`src/hw/pfs_pkg.sv`:
```
// Constants, field layouts and carrier types for the PLL frequency-change stabilizer.
package pfs_pkg;

  // ----------------------------------------------------------------------
  // Register map
  // ----------------------------------------------------------------------
  // Register indices; the bus byte address is four times the index.
  localparam logic [31:0] WDT_CSR_IDX  = 32'hfffe_0000;
  localparam logic [31:0] WDT_CNT_IDX  = 32'hfffe_0002;
  localparam logic [31:0] FRQ_CTL_IDX  = 32'hfffe_0010;
  localparam logic [31:0] WDT_CSR_ADDR = WDT_CSR_IDX << 2;
  localparam logic [31:0] WDT_CNT_ADDR = WDT_CNT_IDX << 2;
  localparam logic [31:0] FRQ_CTL_ADDR = FRQ_CTL_IDX << 2;

  // Write keys carried in the upper byte of the 16-bit register word.
  localparam logic [7:0]  CSR_KEY      = 8'ha5;
  localparam logic [7:0]  CNT_KEY      = 8'h5a;
  localparam int          KEY_LSB      = 8;
  localparam int          KEY_W        = 8;

  // Watchdog control/status field positions.
  localparam int          CSR_TME_BIT  = 7;
  localparam int          CSR_MODE_BIT = 6;
  localparam int          CSR_WOVF_BIT = 5;
  localparam int          CSR_IOVF_BIT = 4;
  localparam int          CSR_CKS_LSB  = 0;
  localparam int          CKS_W        = 3;

  // Frequency control field positions.
  localparam int          FRQ_FREQ_RANGE_SELECT_BIT = 12;
  localparam int          FRQ_CKOE_BIT = 11;
  localparam int          FRQ_STC_LSB  = 8;
  localparam int          FRQ_IFC_LSB  = 4;
  localparam int          FRQ_PFC_LSB  = 0;
  localparam int          FLD_W        = 3;

  // Reset values.
  localparam logic [15:0] FRQ_RESET    = 16'h120c;
  localparam logic [7:0]  CNT_RESET    = 8'h00;
  localparam logic [2:0]  CKS_RESET    = 3'h0;

  // ----------------------------------------------------------------------
  // Widths, bus codes and clock domains
  // ----------------------------------------------------------------------
  localparam int          CNT_W        = 8;
  localparam logic [7:0]  CNT_MAX      = 8'hff;
  localparam int          PRESC_W      = 14;
  localparam int          DIV_W        = 4;
  localparam logic [2:0]  HSIZE_WORD   = 3'h2;
  localparam logic        HRESP_OKAY   = 1'b0;
  localparam int          DOM_INT      = 0;
  localparam int          DOM_BUS      = 1;
  localparam int          DOM_PER      = 2;
  localparam int          N_DOM        = 3;

  typedef enum logic [1:0] {PFS_RUN, PFS_STAB, PFS_STBY} pfs_state_t;

  // Clock settings applied to the clock tree.
  typedef struct packed {
    logic       freq_range_select;
    logic       clock_out_enable;
    logic [2:0] pll1_multiplier;
    logic [2:0] internal_divider;
    logic [2:0] peripheral_divider;
  } pfs_clk_cfg_t;

  // ----------------------------------------------------------------------
  // Decoders
  // ----------------------------------------------------------------------
  // Prescaler mask: a tick passes when all masked prescaler bits are one.
  function automatic logic [PRESC_W-1:0] cks_mask(input logic [2:0] code);
    unique case (code)
      3'h0: cks_mask = 14'h0000;
      3'h1: cks_mask = 14'h003f;
      3'h2: cks_mask = 14'h007f;
      3'h3: cks_mask = 14'h00ff;
      3'h4: cks_mask = 14'h01ff;
      3'h5: cks_mask = 14'h03ff;
      3'h6: cks_mask = 14'h0fff;
      3'h7: cks_mask = 14'h3fff;
    endcase
  endfunction : cks_mask

  // Divider terminal count (ratio minus one) for a divider field code.
  function automatic logic [DIV_W-1:0] div_term(input logic [2:0] code);
    unique case (code)
      3'h0: div_term = 4'h0;
      3'h1: div_term = 4'h1;
      3'h2: div_term = 4'h2;
      3'h3: div_term = 4'h3;
      3'h4: div_term = 4'h5;
      3'h5: div_term = 4'h7;
      3'h6: div_term = 4'hb;
      3'h7: div_term = 4'hf;
    endcase
  endfunction : div_term

  function automatic pfs_clk_cfg_t frq_fields(input logic [15:0] word);
    frq_fields.freq_range_select  = word[FRQ_FREQ_RANGE_SELECT_BIT];
    frq_fields.clock_out_enable   = word[FRQ_CKOE_BIT];
    frq_fields.pll1_multiplier    = word[FRQ_STC_LSB +: FLD_W];
    frq_fields.internal_divider   = word[FRQ_IFC_LSB +: FLD_W];
    frq_fields.peripheral_divider = word[FRQ_PFC_LSB +: FLD_W];
  endfunction : frq_fields

endpackage : pfs_pkg

```
`src/hw/pfs_stabilizer.sv`:
```
// Clock generator frequency-change control with watchdog stabilization counter.
//
// Functional notes
// - A frequency control write halts the processor and starts the counter.
// - Counter overflow after a frequency change resumes clocks with the new settings.
// - One watchdog channel with an 8-bit up-only counter.
// - Software selects watchdog timer mode or interval timer mode.
// - In watchdog mode an overflow drives the overflow output.
// - Three-bit clock select picks peripheral clock divided by 1 to 16384.
// - With the timer enable bit at 0 the timer counts only during stabilization after a frequency change or a standby exit.
// - Keyed word write to the counter loads its low byte.
// - Software starts timer and frequency change; wake interrupt starts standby exit.
// - Clock output pin is driven only while clock output enable is 1.
// - Multiplier code 000 sets the first PLL factor to one.
// - Range select 0 places the generator in its low-frequency range.
// - Peripheral divider code 001 gives half-rate peripheral clock.
// - Internal and peripheral clock rates are set independently.
// - Sleep and standby gate clocks; module standby stops single modules.
// - Separate internal, bus and peripheral clocks are produced.
module pfs_stabilizer
  import pfs_pkg::*;
#(
  parameter int          N_MOD       = 4,
  parameter logic [3:0]  BUS_TERM    = 4'h1
) (
  input  wire logic               hclk,
  input  wire logic               hresetn,
  input  wire logic               hsel,
  input  wire logic [31:0]        haddr,
  input  wire logic [1:0]         htrans,
  input  wire logic               hwrite,
  input  wire logic [2:0]         hsize,
  input  wire logic [31:0]        hwdata,
  input  wire logic               hready,
  output logic                    hreadyout,
  output logic                    hresp,
  output logic [31:0]             hrdata,
  input  wire logic               sleep_req,
  input  wire logic               standby_req,
  input  wire logic               wake_irq,
  input  wire logic [N_MOD-1:0]   module_stop,
  output logic                    cpu_halt,
  output logic                    internal_clk_en,
  output logic                    bus_clk_en,
  output logic                    peripheral_clk_en,
  output logic [N_MOD-1:0]        module_clk_en,
  output pfs_clk_cfg_t            clk_cfg,
  output logic                    ckio_out,
  output logic                    ckio_oe,
  output logic                    overflow_output
);

  // ----------------------------------------------------------------------
  // Bus slave
  // ----------------------------------------------------------------------
  // Every transfer takes one wait state so that read data always reflect
  // a write committed in the cycle before.
  logic              pend_reg;
  logic [31:0]       a_addr_reg;
  logic              a_wr_reg;
  logic              a_word_reg;
  logic              hreadyout_reg;
  logic [31:0]       hrdata_reg;

  wire               acc     = hsel & htrans[1] & hready;
  wire               sel_csr = a_addr_reg == WDT_CSR_ADDR;
  wire               sel_cnt = a_addr_reg == WDT_CNT_ADDR;
  wire               sel_frq = a_addr_reg == FRQ_CTL_ADDR;
  wire               wr_fire = pend_reg & a_wr_reg & a_word_reg;
  wire  [7:0]        wr_key  = hwdata[KEY_LSB +: KEY_W];
  wire               wr_csr  = wr_fire & sel_csr & (wr_key == CSR_KEY);
  wire               wr_cnt  = wr_fire & sel_cnt & (wr_key == CNT_KEY);
  wire               wr_frq  = wr_fire & sel_frq;

  always_ff @(posedge hclk or negedge hresetn) begin
    if (!hresetn) begin
      pend_reg      <= 1'b0;
      a_addr_reg    <= 32'h0000_0000;
      a_wr_reg      <= 1'b0;
      a_word_reg    <= 1'b0;
      hreadyout_reg <= 1'b1;
    end else if (acc) begin
      pend_reg      <= 1'b1;
      a_addr_reg    <= haddr;
      a_wr_reg      <= hwrite;
      a_word_reg    <= hsize == HSIZE_WORD;
      hreadyout_reg <= 1'b0;
    end else begin
      pend_reg      <= 1'b0;
      hreadyout_reg <= 1'b1;
    end
  end

  // ----------------------------------------------------------------------
  // Registers
  // ----------------------------------------------------------------------
  pfs_state_t        state_reg;
  pfs_state_t        state_next;
  logic              tme_reg;
  logic              mode_reg;
  logic              wovf_reg;
  logic              iovf_reg;
  logic [2:0]        cks_reg;
  logic [CNT_W-1:0]  cnt_reg;
  logic [CNT_W-1:0]  cnt_next;
  logic [PRESC_W-1:0] presc_reg;
  logic [PRESC_W-1:0] presc_next;
  logic [15:0]       frq_reg;
  pfs_clk_cfg_t      cfg_reg;
  logic [N_DOM-1:0]  tick;

  wire               in_stab  = state_reg == PFS_STAB;
  wire               cnt_run  = tme_reg | in_stab;
  wire               wdt_tick = cnt_run & tick[DOM_PER]
                                & ((presc_reg & cks_mask(cks_reg)) == cks_mask(cks_reg));
  wire               ovf      = wdt_tick & (cnt_reg == CNT_MAX) & ~wr_cnt;
  wire               ovf_stab = ovf & in_stab;
  wire               ovf_tmr  = ovf & ~in_stab & tme_reg;
  wire               ovf_wdt  = ovf_tmr & mode_reg;
  wire               ovf_itv  = ovf_tmr & ~mode_reg;

  assign presc_next = cnt_run ? (tick[DOM_PER] ? presc_reg + 1'b1 : presc_reg)
                              : {PRESC_W{1'b0}};
  assign cnt_next   = wr_cnt   ? hwdata[CNT_W-1:0] :
                      wdt_tick ? cnt_reg + 1'b1 : cnt_reg;

  always_ff @(posedge hclk or negedge hresetn) begin
    if (!hresetn) begin
      cnt_reg   <= CNT_RESET;
      presc_reg <= {PRESC_W{1'b0}};
    end else begin
      cnt_reg   <= cnt_next;
      presc_reg <= presc_next;
    end
  end

  // Control/status: flags are set by overflow and cleared by writing 0;
  // an overflow in the same cycle as the clearing write wins.
  always_ff @(posedge hclk or negedge hresetn) begin
    if (!hresetn) begin
      tme_reg  <= 1'b0;
      mode_reg <= 1'b0;
      cks_reg  <= CKS_RESET;
      wovf_reg <= 1'b0;
      iovf_reg <= 1'b0;
    end else begin
      if (wr_csr) begin
        tme_reg  <= hwdata[CSR_TME_BIT];
        mode_reg <= hwdata[CSR_MODE_BIT];
        cks_reg  <= hwdata[CSR_CKS_LSB +: CKS_W];
      end
      wovf_reg <= ovf_wdt | (wovf_reg & ~(wr_csr & ~hwdata[CSR_WOVF_BIT]));
      iovf_reg <= ovf_itv | (iovf_reg & ~(wr_csr & ~hwdata[CSR_IOVF_BIT]));
    end
  end

  // ----------------------------------------------------------------------
  // Frequency change sequencing
  // ----------------------------------------------------------------------
  always_comb begin
    state_next = state_reg;
    unique case (state_reg)
      PFS_RUN: begin
        if (wr_frq) begin
          state_next = PFS_STAB;
        end else if (standby_req) begin
          state_next = PFS_STBY;
        end
      end
      PFS_STAB: begin
        if (ovf_stab) begin
          state_next = PFS_RUN;
        end
      end
      PFS_STBY: begin
        if (wake_irq) begin
          state_next = PFS_STAB;
        end
      end
    endcase
  end

  // New settings reach the clock tree only once the stabilization count ends.
  always_ff @(posedge hclk or negedge hresetn) begin
    if (!hresetn) begin
      state_reg <= PFS_RUN;
      frq_reg   <= FRQ_RESET;
      cfg_reg   <= frq_fields(FRQ_RESET);
    end else begin
      state_reg <= state_next;
      if (wr_frq) begin
        frq_reg <= hwdata[15:0];
      end
      if (ovf_stab) begin
        cfg_reg <= frq_fields(frq_reg);
      end
    end
  end

  // ----------------------------------------------------------------------
  // Clock dividers
  // ----------------------------------------------------------------------
  logic [DIV_W-1:0]  dom_term [N_DOM];

  assign dom_term[DOM_INT] = div_term(cfg_reg.internal_divider);
  assign dom_term[DOM_BUS] = BUS_TERM;
  assign dom_term[DOM_PER] = div_term(cfg_reg.peripheral_divider);

  for (genvar g = 0; g < N_DOM; g++) begin : g_div
    logic [DIV_W-1:0] div_reg;
    // The >= compare recovers at once when a smaller ratio is applied.
    assign tick[g] = div_reg >= dom_term[g];
    always_ff @(posedge hclk or negedge hresetn) begin
      if (!hresetn) begin
        div_reg <= {DIV_W{1'b0}};
      end else begin
        div_reg <= tick[g] ? {DIV_W{1'b0}} : div_reg + 1'b1;
      end
    end
  end

  // ----------------------------------------------------------------------
  // Clock gating and outputs
  // ----------------------------------------------------------------------
  // The counter itself runs from the free peripheral tick, so with the timer enable
  // bit at 1 it keeps counting while peripheral enables are gated in standby.
  logic              int_en_reg;
  logic              bus_en_reg;
  logic              per_en_reg;
  logic [N_MOD-1:0]  mod_en_reg;
  logic              halt_reg;
  logic              ckio_reg;
  logic              ckoe_reg;
  logic              wovf_out_reg;

  wire               not_stby = state_reg != PFS_STBY;
  wire               run_int  = (state_reg == PFS_RUN) & ~sleep_req;

  always_ff @(posedge hclk or negedge hresetn) begin
    if (!hresetn) begin
      int_en_reg   <= 1'b0;
      bus_en_reg   <= 1'b0;
      per_en_reg   <= 1'b0;
      mod_en_reg   <= {N_MOD{1'b0}};
      halt_reg     <= 1'b0;
      wovf_out_reg <= 1'b0;
    end else begin
      int_en_reg   <= tick[DOM_INT] & run_int;
      bus_en_reg   <= tick[DOM_BUS] & not_stby;
      per_en_reg   <= tick[DOM_PER] & not_stby;
      mod_en_reg   <= {N_MOD{tick[DOM_PER] & not_stby}} & ~module_stop;
      halt_reg     <= state_next != PFS_RUN;
      wovf_out_reg <= ovf_wdt;
    end
  end

  // External clock pin follows the bus clock and is released when disabled.
  always_ff @(posedge hclk or negedge hresetn) begin
    if (!hresetn) begin
      ckio_reg <= 1'b0;
      ckoe_reg <= 1'b0;
    end else begin
      ckoe_reg <= cfg_reg.clock_out_enable;
      ckio_reg <= cfg_reg.clock_out_enable & (ckio_reg ^ tick[DOM_BUS]);
    end
  end

  // ----------------------------------------------------------------------
  // Read data
  // ----------------------------------------------------------------------
  wire  [15:0]       csr_view = {8'h00, tme_reg, mode_reg, wovf_reg, iovf_reg,
                                 1'b0, cks_reg};
  wire  [15:0]       rd_val   = sel_csr ? csr_view :
                                sel_cnt ? {8'h00, cnt_reg} :
                                sel_frq ? frq_reg : 16'h0000;

  always_ff @(posedge hclk or negedge hresetn) begin
    if (!hresetn) begin
      hrdata_reg <= 32'h0000_0000;
    end else if (pend_reg) begin
      hrdata_reg <= {16'h0000, rd_val};
    end
  end

  assign hreadyout         = hreadyout_reg;
  assign hresp             = HRESP_OKAY;
  assign hrdata            = hrdata_reg;
  assign cpu_halt          = halt_reg;
  assign internal_clk_en   = int_en_reg;
  assign bus_clk_en        = bus_en_reg;
  assign peripheral_clk_en = per_en_reg;
  assign module_clk_en     = mod_en_reg;
  assign clk_cfg           = cfg_reg;
  assign ckio_out          = ckio_reg;
  assign ckio_oe           = ckoe_reg;
  assign overflow_output   = wovf_out_reg;

endmodule : pfs_stabilizer

```
`config.mk`:
```
export PLATFORM = sky130hd
export DESIGN_NAME = pfs_stabilizer
export DESIGN_NICKNAME = d
export VERILOG_FILES = /design/src/hw/pfs_pkg.sv /design/src/hw/pfs_stabilizer.sv
export SDC_FILE = /design/constraint.sdc
export NUM_CORES = 1
export LEC_CHECK = 0
export ABC_AREA = 1
export BUFFER_PORTS_ARGS = -buffer_cell sky130_fd_sc_hd__buf_4
export CAP_MARGIN = 15
export CORE_MARGIN = 2
export CORE_UTILIZATION = 50
export CTS_CLUSTER_DIAMETER = 200
export DETAILED_ROUTE_END_ITERATION = 8
export PLACE_DENSITY_LB_ADDON = 0.1
export SLEW_MARGIN = 20
export SYNTH_ARGS = -nofsm -noshare
export SYNTH_HDL_FRONTEND = slang
export SYNTH_SLANG_ARGS = --single-unit
```
`constraint.sdc`:
```
create_clock -name hclk -period 1.8 [get_ports hclk]
set_input_delay 0.09 -clock hclk [delete_from_list [all_inputs] [get_ports hclk]]
set_output_delay 0.09 -clock hclk [all_outputs]
set_load 0.1 [all_outputs]
```
==> reports/qor.csv, run 1 <==
metric;value;unit
status;finished, violations left;
violations;setup timing;
cts-htree-levels;4;
drtAntennaViolNets;0;
ff2ff_setup_slack;-0.38;ns
drc;0;
io_buffers;102;
path_clk_slew;0.05;ns
setup_viol;48;
dp_slack;-0.448;ns
tritoncts;yes;
power.leakage;4.77;nW
ir_drop;763;uV
ys_seq_area_frac;0.514;
crit_required;2.14;ns
syn_to_final_growth;44.4;%
viasPerCell;4.93;
ys_ff_latch;133;
ys_async_sr_fraction;1.00;
drtPass1Iterations;5;
dieArea;0.0139;mm2
synth_top_flop_cell;dfrtp_1;
wire_per_inst;13.9;um
nets;1105;
grt_use_total;0.246;
grt_max_degree;60;
finalSetupTns;-11.60;ns
post-route-period-util;1.21;
endpoint_kind;flip-flop;
skew;0.00839;ns
fin_ws;-0.376;ns
die_h;118;um
drive_above_1_share;0.284;
largest_reg_flops;32;
slew_headroom;0.631;
num_vias;5867;
ioPinCount;137;
syn_area;0.00649;mm2
layout_commonest_cell;nand2_1;
cp.arrival;2.51;ns
netlist_instances;784;
rsz0062_at_grt;yes;
max_freq;459;MHz
gr-total-overflow;0;
diodes;0;
worst_pin_slew;0.553;ns
hold_path.class;in2reg;
post-route-util;0.740;
core.rowCount;41;
ff2ff_path_depth;12;
antenna_found_initial;0;
grt_pass1_wl;27700;um
power_density;930;mW/mm2
worstHoldEndpoint;state_reg[1];
crit_type;reg2reg;
clock_latency;0.41;ns
cts_root_buf;clkbuf_16;
cp-start-kind;flip-flop;
holdPathStages;6;
syn_area_per_cell;8.28;um2
timing.final.crit_period;2.18;ns
maxSlewViolCount;0;
grt_pass1_vias;5881;
finalHoldViolations;0;
dp_hpwl;10800;um
first_iter_violations;432;
clockBufferDepth;2;
crit_fanout;10;
hp-start;wake_irq;
r2r_start;clk_cfg[2];
die_w;118;um
initial_core_util;0.512;
yosysWarnings;0;
whs;0.0548;ns
cts.sinks;133;
coreArea;0.0127;mm2
place_congestion;0.877;
total_power;8.71;mW
synth-edff-count;0;
cts_made_buffers;17;
yosysUniqueCellTypes;40;
drv_cap;0;
mostFrequentLayoutCells;nand2_1 (238), buf_4 (147), dfrtp_1 (120);
reg2reg_to;cnt_reg[6];
wirelength;16500;um
cell families (layout without fill, tap and decap cells):
kind of cell    Yosys count  after routing  synth area share
compound gates           88             88            0.0781
xor+xnor                 12             12            0.0162
fa+ha+maj                18             18            0.0347
buf+inv                 137            351            0.0952
flops                   133            133             0.514
other cells               1             18          0.000578
simple gates            395            399             0.261
synth_stat cells, types with 4 or more instances:
| master | instances | area, um2 |
|---|---|---|
| a21oi_1 | 18 | 90.1 |
| buf_2 | 5 | 25.0 |
| buf_4 | 20 | 150 |
| clkbuf_1 | 7 | 26.3 |
| dfrtp_1 | 125 | 3130 |
| dfstp_2 | 8 | 210 |
| ha_1 | 18 | 225 |
| inv_1 | 95 | 357 |
| nand2_1 | 252 | 946 |
| nand2_2 | 6 | 37.5 |
| nand3_1 | 50 | 250 |
| nand3b_1 | 4 | 30.0 |
| nand4_1 | 10 | 62.6 |
| nor2_1 | 53 | 199 |
| nor2_2 | 4 | 25.0 |
| nor3_1 | 4 | 20.0 |
| nor4_1 | 5 | 31.3 |
| o21ai_0 | 40 | 200 |
| o21ai_1 | 11 | 55.1 |
| o21ai_2 | 9 | 78.8 |
| xor2_1 | 9 | 78.8 |
layout make-up:
| class | count | area [um2] |
|---|---|---|
| Sequential cell | 133 | 3350 |
| Fill cell | 893 | 3300 |
| Multi-Input combinational cell | 535 | 2950 |
| Timing Repair Buffer | 219 | 1870 |
| Clock buffer | 22 | 474 |
| Inverter | 100 | 385 |
| Tap cell | 172 | 215 |
| Clock inverter | 10 | 128 |
routing by layer:
metal | wire [um] | vias to the layer above | global-route usage
li1 | - | 2903 | -
met1 | 7210 | 2762 | 0.321
met2 | 8180 | 183 | 0.410
met3 | 866 | 19 | 0.0596
met4 | 247 | 0 | 0.0670
met5 | 0 | - | 0
per-stage QoR:
step	instance area, um2	instances
2_1_floorplan	6630	801
3_3_place_gp	7720	1084
3_5_place_dp	7720	1084
4_1_cts	9160	1183
5_1_grt	9370	1191
6_report	9370	1191
power breakdown:
group | leakage (nW) | switching (mW) | internal, mW | total (mW)
Sequential | 1.63 | 0.144 | 3.23 | 3.37
Combinational | 2.84 | 1.20 | 0.631 | 1.84
Clock | 0.299 | 1.23 | 2.27 | 3.50
worst max-delay path by stage:
stage / start / endpoint / slack, ns / cells past startpoint
floorplan: clk_cfg[2] / clk_cfg[0] / -0.44 / 14
global placement: clk_cfg[2] / clk_cfg[0] / -0.36 / 13
detailed placement: clk_cfg[2] / clk_cfg[9] / -0.45 / 13
CTS: clk_cfg[2] / clk_cfg[2] / -0.34 / 13
global route: clk_cfg[2] / cpu_halt / -0.50 / 14
finish: clk_cfg[2] / cnt_reg[6] / -0.38 / 12
what timing repair did:
action                     4_1_cts  5_1_grt
hold endpoints to repair        90        0
resized for setup               46       36
hold buffers                    59        0
pin swaps                       17       15
setup buffers                    5        6
setup endpoints to repair       50       86
cloned                           3        3
worst max-delay path: stages (launching register included):
cell and delay (ns):
dfstp_4 0.63, nand2_1 0.10, ha_4 0.29, nand2_1 0.05, inv_1 0.08, nand3_1 0.10
nand3_2 0.11, nand2_2 0.09, nor2_4 0.12, buf_4 0.20, nand2_1 0.08, xor2_1 0.14
a21oi_1 0.12
Note: power is estimated with default switching activity, not from simulation.
==> run 2, diff against run 1 <==
==> constraint.sdc (replaced) <==
create_clock -name hclk -period 1.8 [get_ports hclk]
set_input_delay 0.09 -clock hclk [delete_from_list [all_inputs] [get_ports hclk]]
set_output_delay 0.09 -clock hclk [all_outputs]
set_load 0.05 [all_outputs]
==> reports/qor.csv, run 2 (same netlist as run 1, synthesis figures left out) <==
metric;value;unit
max_freq;460;MHz
die_h;118;um
syn_to_final_growth;46.2;%
holdPathStages;3;
timing.final.crit_period;2.17;ns
dp_hpwl;10600;um
worstHoldEndpoint;state_reg[1];
largest_reg_flops;32;
coreArea;0.0127;mm2
io_buffers;102;
total_power;8.44;mW
status;finished, violations left;
clockBufferDepth;2;
path_clk_slew;0.06;ns
cts-htree-levels;4;
wire_per_inst;14.0;um
worst_pin_slew;0.556;ns
path_common_cell;nand2_2;
crit_required;2.10;ns
tritoncts;yes;
drtPass1Iterations;5;
fin_area;0.00949;mm2
skew;0.00896;ns
critical_path_buf_inv_count;2;
cp-start-kind;flip-flop;
gr-total-overflow;0;
mostFrequentLayoutCells;nand2_1 (230), buf_4 (150), dfrtp_1 (124);
maxSlewViolCount;0;
viasPerCell;4.98;
fin_ws;-0.372;ns
wirelength;16800;um
cp_slowest_cell;dfstp_4;
combPwrFrac;0.209;
drive_above_1_share;0.299;
ioPinCount;137;
power_density;889;mW/mm2
dieArea;0.0139;mm2
cp.arrival;2.47;ns
hp-start;standby_req;
swShare;0.288;
drtAntennaViolNets;0;
reg2reg_to;cpu_halt;
ir_drop;572;uV
cp_slowest_stage_delay;0.63;ns
path_cells;a21oi_2 > ha_1 > inv_1 > o21bai_1 > nand2_1 > nand3_2 > nand2_2 > nor2_4 > nand2_4 > buf_6 > nand3_4 > nand2_2 > nand2_2 > nand3_2;
r2r_start;clk_cfg[2];
drc;0;
place_congestion;0.871;
num_vias;5962;
violations;setup timing;
core.rowCount;41;
hold_path.class;in2reg;
rsz0062_at_grt;yes;
crit_fanout;4;
cts_made_buffers;17;
crit_family;simple AND/OR/NAND/NOR gates;
p_clk_frac;0.392;
layout_commonest_cell;nand2_1;
place_area;0.00777;mm2
crit_type;reg2reg;
pwr-share-seq;0.399;
initial_core_util;0.512;
grt_max_degree;53;
drv_cap;0;
post-route-util;0.749;
cts_root_buf;clkbuf_16;
p_switching;2.43;mW
grt_pass1_vias;5669;
grt_use_total;0.242;
finalHoldViolations;0;
die_w;118;um
clock_latency;0.42;ns
setup_viol;46;
internal_power;6.01;mW
endpoint_kind;flip-flop;
grt_pass1_wl;27000;um
ff2ff_setup_slack;-0.37;ns
cts.sinks;133;
nFillCells;946;
power.leakage;4.83;nW
post-route-period-util;1.21;
slew_headroom;0.629;
ff2ff_path_depth;14;
antenna_found_initial;0;
diodes;0;
nets;1112;
first_iter_violations;369;
==> run 2: changes by cell type in the layout (fill, tap and decap cells not counted), sizes merged <==
cell / change
nand2: +1
clkinv: -4
buf: +7
clkbuf: +4
bufinv: -2
==> run 2: worst max-delay path by stage <==
stage                          start  slack [ns]            to  cells after the start
after floorplan           clk_cfg[2]       -0.35  presc_reg[8]                     14
after global placement    clk_cfg[2]       -0.40    clk_cfg[1]                     13
after detailed placement  clk_cfg[2]       -0.49    clk_cfg[8]                     13
after CTS                 clk_cfg[2]       -0.38      cpu_halt                     14
after global routing      clk_cfg[2]       -0.48      cpu_halt                     14
final                     clk_cfg[2]       -0.37      cpu_halt                     14
==> run 2: tightest hold or removal path: stages <==
cell and delay (ns):
buf_4 0.09, o221ai_1 0.14, nand2_1 0.10
==> run 2: power groups by stage <==
stage	sequential (mW)	clock (mW)	combinational (mW)
CTS	3.36	3.36	1.65
floorplan	3.52	0	0.794
global placement	3.40	0	1.39
global route	3.39	3.52	1.93
finish	3.36	3.31	1.76
detailed placement	3.41	0	1.44
==> run 2: per-layer routing <==
layer / vias up / GRT usage / wire (um)
met1: 2826 / 0.315 / 7190
met4: 0 / 0.0806 / 377
met5: - / 0 / 0
met2: 203 / 0.405 / 8330
met3: 30 / 0.0504 / 870
li1: 2903 / - / -
==> run 2: layout make-up <==
type,instances,area [um2],share of cell area
clock buffer,27,523,0.0551
clock inverter,4,45.0,0.00474
inverter,100,399,0.0420
multi-input combinational,536,3040,0.320
sequential,133,3340,0.352
tap,172,215,0.0227
timing repair buffer,225,1930,0.203
==> run 2: what timing repair did <==
item | 4_1_cts | 5_1_grt
cloned | 2 | 4
pin swaps | 20 | 35
endpoints found under the setup margin | 44 | 79
endpoints found under the hold margin | 99 | 1
buffers inserted | 6 | 12
gates resized for setup | 40 | 63
hold buffers | 58 | 1
==> run 2: metrics by stage <==
| step | instances | hold WS, ns | setup TNS (ns) | setup slack [ns] |
|---|---|---|---|---|
| after floorplan | 801 | -0.206 | -8.33 | -0.347 |
| after global placement | 1086 | 0.0924 | -10.47 | -0.395 |
| after detailed placement | 1086 | 0.0944 | -13.47 | -0.491 |
| after CTS | 1183 | 0.0154 | -11.16 | -0.382 |
| after global routing | 1197 | 0.0172 | -17.86 | -0.481 |
| final | 1197 | 0.0292 | -12.74 | -0.372 |
